### src/design/ctrl_regs_pkg.sv
package ctrl_regs_pkg;
	// clock and timing
	localparam int CLK_HZ         = 20_000_000;
	localparam int BLINK_HALF_MS  = 500;
	localparam int BLINK_HALF_CYC = BLINK_HALF_MS * (CLK_HZ / 1000);
	localparam int CYCLE_OFF_MS   = 1000;
	localparam int CYCLE_OFF_CYC  = CYCLE_OFF_MS * (CLK_HZ / 1000);

	// register indexes, byte address is four times the index
	localparam logic [7:0] IDX_BOARD = 8'h00;
	localparam logic [7:0] IDX_REV   = 8'h01;
	localparam logic [7:0] IDX_SUB   = 8'h02;
	localparam logic [7:0] IDX_LAMP  = 8'h08;
	localparam logic [7:0] IDX_PORT  = 8'h09;
	localparam logic [7:0] IDX_OOB   = 8'h0A;
	localparam logic [7:0] IDX_WDOG  = 8'h0C;
	localparam logic [7:0] IDX_RST   = 8'h10;
	localparam logic [7:0] IDX_SLEEP = 8'h11;
	localparam logic [7:0] IDX_FWDIS = 8'h12;
	localparam logic [7:0] IDX_PWR   = 8'h14;
	localparam logic [7:0] IDX_FLASH = 8'h15;
	localparam logic [7:0] IDX_IRQ   = 8'h21;
	localparam logic [7:0] IDX_MASK  = 8'h28;
	localparam logic [7:0] IDX_PGOOD = 8'h30;
	localparam logic [7:0] IDX_RAIL  = 8'h31;
	localparam logic [7:0] IDX_ISOA  = 8'h32;
	localparam logic [7:0] IDX_ISOB  = 8'h33;
	localparam logic [7:0] IDX_THERM = 8'h34;
	localparam logic [7:0] IDX_MISCA = 8'h35;
	localparam logic [7:0] IDX_MISCB = 8'h36;
	localparam logic [7:0] IDX_LOAD  = 8'h37;
	localparam logic [7:0] IDX_UART  = 8'h38;
	localparam logic [7:0] IDX_STATB = 8'h39;
	localparam logic [7:0] IDX_STATC = 8'h3A;
	localparam logic [7:0] IDX_CLR   = 8'h3B;

	// field positions
	localparam int LAMP_HW_BIT  = 4;
	localparam int LAMP_BLK_BIT = 3;
	localparam int CYC_BIT      = 2;
	localparam int CLR_DBG_BIT  = 1;

	// reset values and writable masks
	localparam logic [4:0] RST_LAMP  = 5'h17;
	localparam logic [5:0] RST_RSTC  = 6'h3F;
	localparam logic [6:0] RST_MASK  = 7'h22;
	localparam logic [7:0] RST_RAIL  = 8'hDF;
	localparam logic [7:0] MSK_RAIL  = 8'hDF;
	localparam logic [7:0] MSK_ISOA  = 8'hDF;
	localparam logic [5:0] RST_ISOB  = 6'h3C;
	localparam logic [5:0] MSK_ISOB  = 6'h3D;
	localparam logic [7:1] RST_MISCA = 7'h07;

	// identity values, arbitrary
	localparam logic       ID_RELEASED = 1'b0;
	localparam logic [5:0] ID_LOGIC_REV = 6'h01;
	localparam logic [7:0] ID_SUB_REV  = 8'h00;

	typedef enum logic {CYC_IDLE, CYC_OFF} cycle_state_t;
endpackage

### src/design/module_ctrl_reg_bank.sv
// The Avalon-MM slave port was decided locally.
module module_ctrl_reg_bank
	import ctrl_regs_pkg::*;
#(
	parameter int BLINK_CYC = BLINK_HALF_CYC,
	parameter int CYCLE_CYC = CYCLE_OFF_CYC
) (
	// clock, reset, enable
	input  wire logic        core_clk,
	input  wire logic        sys_rst,
	input  wire logic        clk_en,
	// avalon-mm slave
	input  wire logic [9:0]  avs_address,
	input  wire logic        avs_read,
	input  wire logic        avs_write,
	input  wire logic [31:0] avs_writedata,
	input  wire logic [3:0]  avs_byteenable,
	output logic      [31:0] avs_readdata,
	output logic             avs_waitrequest,
	// status inputs
	input  wire logic [3:0]  board_rev,
	input  wire logic [2:0]  hw_lamp_n,
	input  wire logic [2:0]  mgmt_lamp_input,
	input  wire logic        watchdog_state,
	input  wire logic [3:0]  sleep_state,
	input  wire logic [5:0]  irq_src_n,
	input  wire logic        hot_swap_good,
	input  wire logic [4:0]  rail_good,
	input  wire logic        thermal_trip_n,
	input  wire logic [5:3]  misc_status_in,
	input  wire logic [2:0]  redriver_load_done_n,
	input  wire logic        console_route_a,
	input  wire logic        console_route_b,
	input  wire logic        bandwidth_full,
	input  wire logic [6:0]  misc4_in,
	input  wire logic        front_power_button_n,
	input  wire logic        debug_button_n,
	// lamp outputs
	output logic             lamp_red_n,
	output logic             lamp_green_n,
	output logic             lamp_blue_n,
	output logic             optical_lamp_green,
	output logic             optical_lamp_orange,
	output logic             copper_lamp_green,
	output logic             copper_lamp_orange,
	// module control outputs
	output logic             module_power_button,
	output logic             module_power_good_drive,
	output logic             slot_reset_n,
	output logic             bus_switch_reset_n,
	output logic             phy_reset_n,
	output logic             module_reset_n,
	output logic             module_power_en,
	output logic [1:0]       firmware_disable_n,
	output logic             flash_to_mgmt,
	output logic             flash_oe_n,
	output logic [7:0]       rail_enable,
	output logic [7:0]       isolation_a_n,
	output logic [5:0]       isolation_b_n,
	output logic [7:1]       misc_control,
	output logic [1:0]       misc_control_b,
	output logic             irq_out
);
	logic             wait_r;
	logic [31:0]      rdata_r;
	logic [4:0]       lamp_ctl_r;
	logic             port_src_r;
	logic [3:0]       port_lamp_r;
	logic [5:0]       rst_ctl_r;
	logic [1:0]       fw_dis_r;
	logic             pwr_en_r;
	logic             pwr_cyc_n_r;
	logic [1:0]       flash_r;
	logic [6:0]       mask_r;
	logic [7:0]       rail_r;
	logic [7:0]       iso_a_r;
	logic [5:0]       iso_b_r;
	logic [7:1]       misc_a_r;
	logic [1:0]       misc_b_r;
	logic             debug_button_flag_r;
	logic             btn_prev_r;
	logic [24:0]      cyc_cnt_r;
	logic [24:0]      blink_cnt_r;
	logic             blink_phase_r;
	logic [2:0]       sys_lamp_r;
	logic [1:0]       opt_lamp_r;
	logic [1:0]       cu_lamp_r;
	logic             pwr_out_r;
	logic             irq_r;
	cycle_state_t     cyc_state_r;

	// bus decode
	wire  [7:0] idx     = avs_address[9:2];
	wire  [7:0] wd      = avs_writedata[7:0];
	wire        rd_take = clk_en && avs_read && wait_r;
	wire        wr_take = clk_en && avs_write && !wait_r && avs_byteenable[0];
	wire        wr_lamp = wr_take && (idx == IDX_LAMP);
	wire        wr_port = wr_take && (idx == IDX_PORT);
	wire        wr_rst  = wr_take && (idx == IDX_RST);
	wire        wr_fw   = wr_take && (idx == IDX_FWDIS);
	wire        wr_pwr  = wr_take && (idx == IDX_PWR);
	wire        wr_fl   = wr_take && (idx == IDX_FLASH);
	wire        wr_mask = wr_take && (idx == IDX_MASK);
	wire        wr_rail = wr_take && (idx == IDX_RAIL);
	wire        wr_isoa = wr_take && (idx == IDX_ISOA);
	wire        wr_isob = wr_take && (idx == IDX_ISOB);
	wire        wr_mica = wr_take && (idx == IDX_MISCA);
	wire        wr_micb = wr_take && (idx == IDX_MISCB);
	wire        wr_clr  = wr_take && (idx == IDX_CLR) && !wd[CLR_DBG_BIT];
	wire        cyc_go  = wr_pwr && !wd[CYC_BIT] && (cyc_state_r == CYC_IDLE);
	wire        cyc_end = (cyc_state_r == CYC_OFF) && (cyc_cnt_r == 25'h0000000);
	wire        btn_fall = btn_prev_r && !debug_button_n;

	// status views
	wire  [6:0] irq_view = {hot_swap_good, irq_src_n};
	wire  [6:0] irq_act  = {!hot_swap_good, ~irq_src_n};
	wire        irq_nxt  = |(irq_act & ~mask_r);

	// read selection, unmapped and unused bits read zero, except PWR bit 1, MISCB bit 2 and CLR bit 1, which read one
	wire  [7:0] rd_byte =
		(idx == IDX_BOARD) ? {4'h0, board_rev} :
		(idx == IDX_REV)   ? {1'b0, ID_RELEASED, ID_LOGIC_REV} :
		(idx == IDX_SUB)   ? ID_SUB_REV :
		(idx == IDX_LAMP)  ? {3'h0, lamp_ctl_r} :
		(idx == IDX_PORT)  ? {port_src_r, 3'h0, port_lamp_r} :
		(idx == IDX_OOB)   ? {5'h00, mgmt_lamp_input} :
		(idx == IDX_WDOG)  ? {7'h00, watchdog_state} :
		(idx == IDX_RST)   ? {2'h0, rst_ctl_r} :
		(idx == IDX_SLEEP) ? {4'h0, sleep_state} :
		(idx == IDX_FWDIS) ? {6'h00, fw_dis_r} :
		(idx == IDX_PWR)   ? {5'h00, pwr_cyc_n_r, 1'b1, pwr_en_r} :
		(idx == IDX_FLASH) ? {6'h00, flash_r} :
		(idx == IDX_IRQ)   ? {1'b0, irq_view} :
		(idx == IDX_MASK)  ? {1'b0, mask_r} :
		(idx == IDX_PGOOD) ? {3'h0, rail_good} :
		(idx == IDX_RAIL)  ? rail_r :
		(idx == IDX_ISOA)  ? iso_a_r :
		(idx == IDX_ISOB)  ? {2'h0, iso_b_r} :
		(idx == IDX_THERM) ? {7'h00, thermal_trip_n} :
		(idx == IDX_MISCA) ? {misc_a_r, 1'b0} :
		(idx == IDX_MISCB) ? {5'h00, 1'b1, misc_b_r} :
		(idx == IDX_LOAD)  ? {2'h0, misc_status_in, redriver_load_done_n} :
		(idx == IDX_UART)  ? {6'h00, console_route_a, console_route_b} :
		(idx == IDX_STATB) ? {bandwidth_full, misc4_in[6:3], 1'b0, misc4_in[1:0]} :
		(idx == IDX_STATC) ? {front_power_button_n, debug_button_flag_r, 6'h00} :
		(idx == IDX_CLR)   ? 8'h02 : 8'h00;

	// one wait cycle per access, then waitrequest drops for one cycle
	always_ff @(posedge core_clk) begin
		if (sys_rst) begin
			wait_r  <= 1'b1;
			rdata_r <= 32'h00000000;
		end else if (clk_en) begin
			wait_r <= !(wait_r && (avs_read || avs_write));
			if (rd_take)
				rdata_r <= {24'h000000, rd_byte};
		end
	end

	// software control registers; writes to read-only bits fall away
	always_ff @(posedge core_clk) begin
		if (sys_rst) begin
			lamp_ctl_r  <= RST_LAMP;
			port_src_r  <= 1'b1;
			port_lamp_r <= 4'h0;
			rst_ctl_r   <= RST_RSTC;
			fw_dis_r    <= 2'h0;
			pwr_en_r    <= 1'b0;
			flash_r     <= 2'h0;
			mask_r      <= RST_MASK;
			rail_r      <= RST_RAIL;
			iso_a_r     <= 8'h00;
			iso_b_r     <= RST_ISOB;
			misc_a_r    <= RST_MISCA;
			misc_b_r    <= 2'h0;
		end else begin
			if (wr_lamp) lamp_ctl_r <= wd[4:0];
			if (wr_port) begin
				port_src_r  <= wd[7];
				port_lamp_r <= wd[3:0];
			end
			if (wr_rst) rst_ctl_r <= wd[5:0];
			if (wr_fw) fw_dis_r <= wd[1:0];
			if (wr_pwr) pwr_en_r <= wd[0];
			if (wr_fl) flash_r <= wd[1:0];
			if (wr_mask) mask_r <= wd[6:0];
			if (wr_rail) rail_r <= wd & MSK_RAIL;
			if (wr_isoa) iso_a_r <= wd & MSK_ISOA;
			if (wr_isob) iso_b_r <= wd[5:0] & MSK_ISOB;
			if (wr_mica) misc_a_r <= wd[7:1];
			if (wr_micb) misc_b_r <= wd[1:0];
		end
	end

	// power cycle sequencer; the bit is owned by hardware while cycling
	always_ff @(posedge core_clk) begin
		if (sys_rst) begin
			cyc_state_r <= CYC_IDLE;
			cyc_cnt_r   <= 25'h0000000;
			pwr_cyc_n_r <= 1'b1;
		end else if (clk_en) begin
			case (cyc_state_r)
				CYC_IDLE: begin
					if (cyc_go) begin
						cyc_state_r <= CYC_OFF;
						cyc_cnt_r   <= 25'(CYCLE_CYC - 1);
						pwr_cyc_n_r <= 1'b0;
					end
				end
				CYC_OFF: begin
					if (cyc_end) begin
						cyc_state_r <= CYC_IDLE;
						pwr_cyc_n_r <= 1'b1;
					end else
						cyc_cnt_r <= cyc_cnt_r - 25'h0000001;
				end
				default: cyc_state_r <= CYC_IDLE;
			endcase
		end
	end

	// debug button edge latch; a new edge beats a clear in the same cycle
	always_ff @(posedge core_clk) begin
		if (sys_rst) begin
			btn_prev_r          <= 1'b1;
			debug_button_flag_r <= 1'b1;
		end else if (clk_en) begin
			btn_prev_r <= debug_button_n;
			if (btn_fall)
				debug_button_flag_r <= 1'b0;
			else if (wr_clr)
				debug_button_flag_r <= 1'b1;
		end
	end

	// blink timebase, free running so all three system lamp colours blink in step
	always_ff @(posedge core_clk) begin
		if (sys_rst) begin
			blink_cnt_r   <= 25'h0000000;
			blink_phase_r <= 1'b1;
		end else if (clk_en) begin
			if (blink_cnt_r == 25'h0000000) begin
				blink_cnt_r   <= 25'(BLINK_CYC - 1);
				blink_phase_r <= !blink_phase_r;
			end else
				blink_cnt_r <= blink_cnt_r - 25'h0000001;
		end
	end

	// lamp and output selection
	wire        sw_lit   = !lamp_ctl_r[LAMP_BLK_BIT] || blink_phase_r;
	wire  [2:0] sys_nxt  = lamp_ctl_r[LAMP_HW_BIT] ? hw_lamp_n : (sw_lit ? lamp_ctl_r[2:0] : 3'h7);
	wire  [1:0] cu_nxt   = port_src_r ? ~mgmt_lamp_input[1:0] : port_lamp_r[1:0];

	// output stage registers so pins never glitch on decode
	always_ff @(posedge core_clk) begin
		if (sys_rst) begin
			sys_lamp_r <= 3'h7;
			opt_lamp_r <= 2'h0;
			cu_lamp_r  <= 2'h0;
			pwr_out_r  <= 1'b0;
			irq_r      <= 1'b0;
		end else if (clk_en) begin
			sys_lamp_r <= sys_nxt;
			opt_lamp_r <= port_lamp_r[3:2];
			cu_lamp_r  <= cu_nxt;
			pwr_out_r  <= pwr_en_r && (cyc_state_r == CYC_IDLE);
			irq_r      <= irq_nxt;
		end
	end

	// port wiring, all from flops
	assign avs_readdata            = rdata_r;
	assign avs_waitrequest         = wait_r;
	assign lamp_red_n              = sys_lamp_r[0];
	assign lamp_green_n            = sys_lamp_r[1];
	assign lamp_blue_n             = sys_lamp_r[2];
	assign optical_lamp_orange     = opt_lamp_r[0];
	assign optical_lamp_green      = opt_lamp_r[1];
	assign copper_lamp_green       = cu_lamp_r[0];
	assign copper_lamp_orange      = cu_lamp_r[1];
	assign module_reset_n          = rst_ctl_r[0];
	assign phy_reset_n             = rst_ctl_r[1];
	assign bus_switch_reset_n      = rst_ctl_r[2];
	assign slot_reset_n            = rst_ctl_r[3];
	assign module_power_good_drive = rst_ctl_r[4];
	assign module_power_button     = rst_ctl_r[5];
	assign module_power_en         = pwr_out_r;
	assign firmware_disable_n      = fw_dis_r;
	assign flash_to_mgmt           = flash_r[0];
	assign flash_oe_n              = flash_r[1];
	assign rail_enable             = rail_r;
	assign isolation_a_n           = iso_a_r;
	assign isolation_b_n           = iso_b_r;
	assign misc_control            = misc_a_r;
	assign misc_control_b          = misc_b_r;
	assign irq_out                 = irq_r;
endmodule // module_ctrl_reg_bank

### config.mk
export PLATFORM = sky130hd
export DESIGN_NAME = module_ctrl_reg_bank
export DESIGN_NICKNAME = d
export VERILOG_FILES = /design/src/design/ctrl_regs_pkg.sv /design/src/design/module_ctrl_reg_bank.sv
export SDC_FILE = /design/constraint.sdc
export NUM_CORES = 1
export LEC_CHECK = 0
export BUFFER_PORTS_ARGS = -buffer_cell sky130_fd_sc_hd__buf_2
export CORE_MARGIN = 2
export CORE_UTILIZATION = 54
export DETAILED_ROUTE_END_ITERATION = 16
export HOLD_SLACK_MARGIN = 0.05
export MAX_ROUTING_LAYER = met4
export PLACE_DENSITY = 0.83
export SLEW_MARGIN = 20
export SYNTH_ARGS = -nofsm -noshare
export SYNTH_HDL_FRONTEND = slang
export SYNTH_SLANG_ARGS = --single-unit
### constraint.sdc
create_clock -name core_clk -period 3.15 [get_ports core_clk]
set_clock_uncertainty 0.1 [all_clocks]
set_input_delay 0.63 -clock core_clk [delete_from_list [all_inputs] [get_ports core_clk]]
set_output_delay 0.63 -clock core_clk [all_outputs]
set_load 0.005 [all_outputs]
==> results.py <==
metrics = {
    "run_status": {
        "outcome": "complete, no violations",
    },
    "job": {
        "cap_violations": 0,
    },
    "drt": {
        "drc": 0,
        "vias": 7224,
        "first_pass_iters": 6,
        "vias_per_cell": 6.17,
        "drt_wl_total_um": 22400,
        "drtIter0Drc": 943,
        "ant_nets": 0,
        "wl_per_cell_um": 19.2,
    },
    "pwr": {
        "powerDensity_nw_per_um2": 551,
        "leakage_nw": 3.36,
        "ir_worst_vdd_mv": 0.477,
    },
    "setup_path": {
        "path_cells": "or4_1, nor4_1, nand4_1, or3_1, nand2b_1, nor2_1",
        "cp_num_buf_inv": 0,
        "required_ps": 3340,
        "arrival_ps": 2890,
        "cp_max_fo": 10,
        "worstRegToRegCells": 6,
        "start_kind": "flip-flop",
        "worstSetupPathType": "reg -> reg",
        "slowest_delay_ps": 600,
        "cp_num_cells": 6,
        "cpMaxStageDelayCell": "or4_1",
        "critical_path.top_delay_family": "simple AND/OR/NAND/NOR gates",
        "critPathCaptureType": "flip-flop",
    },
    "cts": {
        "cts.sinks": 129,
        "cts_root_buf": "clkbuf_16",
        "cts_max_level": 4,
        "cts_tree": "built",
        "clock_path_buffers": 2,
        "postCtsHoldBufs": 0,
        "ctsResizeCount": 0,
        "cts_setup_buffers": 0,
        "clk_pin_slew_ps": 60,
        "cts_made_buffers": 17,
        "clk_latency_ps": 420,
    },
    "cells_and_area": {
        "area_growth_pct": 20.3,
        "fillCellCount": 1134,
        "layout-drive-gt1-share_pct": 21.1,
        "fin_util_pct": 66.9,
        "num-nets-final": 1084,
        "n_antenna_cell": 0,
    },
    "die": {
        "pin_count": 180,
        "rows": 41,
        "core_area_um2": 12700,
        "start_util_pct": 55.6,
        "die-area_um2": 14000,
        "die-height_um": 118,
        "die_width_um": 118,
    },
    "timing": {
        "fmax_mhz": 371,
        "timing.final.ws_setup_ps": 452,
        "finalSetupTns_ps": 0,
        "hold_viol": 0,
        "slew_violations": 0,
        "fin_crit_ps": 2700,
        "rsz0062_at_grt": "no",
        "worst_pin_slew_ps": 754,
        "fin_crit_sh_pct": 85.7,
        "max_slew_margin_pct": 49.7,
        "finalSetupViolCount": 0,
    },
    "synth": {
        "synthTopCellsByCount": "dfxtp_1, nor2_1, a21oi_1",
        "netlist_top_cells_area": "dfxtp_1, nor2_1, a21oi_1",
        "synth-seq-area-share_pct": 36.7,
        "synth_edf_count": 0,
        "synthFlopType": "dfxtp_1",
        "syn_area_um2": 7050,
        "synth.largest_area_cell": "dfxtp_1",
        "syn-mean-instance-area_um2": 8.15,
        "ys_ff_latch": 129,
        "ys_types": 79,
        "synth_top_area_share_pct": 36.7,
        "syn_inst": 864,
        "yosys.cell_count.top_type": "dfxtp_1",
        "async_flop_share_pct": 0,
        "synth_warnings": 0,
    },
    "worst_hold_path": {
        "hold_path.class": "in -> reg",
        "min_path_cells": 2,
    },
    "place": {
        "place_hpwl_um": 16000,
        "pre_cts_slack_ps": 279,
        "port-buffer-count": 122,
        "gp_congestion": 1.01,
    },
    "grt": {
        "grt.total_usage_pct": 32.3,
        "grt_pass1_vias": 6528,
        "grt_pass1_wl_um": 34600,
        "grt_max_degree": 70,
        "grt.overflow.total": 0,
        "antenna_found_initial": 0,
    },
}
-- area by class of cell --
class / count / area, um^2 / share of cell area, %
Clock buffer: 23 / 488 / 5.76
Clock inverter: 9 / 129 / 1.52
Inverter: 12 / 45.0 / 0.531
Multi-Input combinational cell: 663 / 4090 / 48.3
Sequential cell: 129 / 2580 / 30.5
Tap cell: 172 / 215 / 2.54
Timing Repair Buffer: 162 / 926 / 10.9
-- state kept, by name (all words and copies together), names as in the netlist, 2 cells and up --
register / flops
isolation_b_n: 5
mask_r: 7
isolation_a_n: 7
sys_lamp_r: 3
firmware_disable_n: 2
lamp_ctl_r: 5
misc_control_b: 2
flash_r: 2
cyc_cnt_r: 25
rst_ctl_r: 6
cu_lamp_r: 2
rail_enable: 7
port_lamp_r: 4
avs_readdata: 8
misc_control: 7
opt_lamp_r: 2
blink_cnt_r: 25
-- cell usage in the layout (no fill, tap or decap), drive strengths merged, types with 7 or more instances in the layout --
cell,instances
a211o,29
a21oi,65
a31oi,9
and3,15
buf,162
clkbuf,23
conb,27
dfxtp,129
inv,12
mux2i,21
nand2,60
nand2b,15
nand3,39
nand3b,9
nand4,10
nor2,102
nor2b,25
nor3,23
nor4,15
o21ai,24
o22ai,10
or3,7
or4,8
xnor2,27
xor2,20
-- layer usage --
layer	vias to the layer above	track usage, %	wire length (um)
met5	-	-	0
met1	3325	43.1	9220
li1	3333	-	-
met3	88	6.52	2520
met2	478	46.9	9680
met4	0	14.8	990
-- where the power goes --
part	switching, W	internal (W)	total, W	leakage, nW
Combinational	0.000447	0.000327	0.000774	2.02
Clock	0.000720	0.00133	0.00205	0.299
Sequential	0.000107	0.00174	0.00185	1.05
-- path summary, 6_finish.rpt --
path	startpoint	endpoint	slack [ps]
min	debug_button_n	btn_prev_r	360
max	blink_cnt_r[12]	blink_cnt_r[7]	450
min reg2reg	sys_lamp_r[2]	sys_lamp_r[2]	370
max reg2reg	blink_cnt_r[12]	blink_cnt_r[7]	450
-- stage by stage --
stage | area (um^2) | hold slack (ps) | total power [W] | std cells
floorplan | 7140 | 342 | 0.00243 | 890
global placement | 7860 | 347 | 0.00262 | 1138
detailed placement | 7860 | 353 | 0.00264 | 1138
CTS | 8480 | 363 | 0.00467 | 1170
global route | 8480 | 371 | 0.00483 | 1170
finish | 8480 | 359 | 0.00467 | 1170
-- kinds of logic after synthesis --
group,after synthesis,synth area share [%]
AND/OR/NAND/NOR,359,26.8
AO/OA/AOI/OAI,204,19.9
flip-flops,129,36.7
buffers and inverters,98,6.75
XOR/XNOR,47,5.84
multiplexers,24,3.62
adder cells (fa/ha/maj),2,0.355
other,1,0.0532
(Power assumes the default switching activity.)
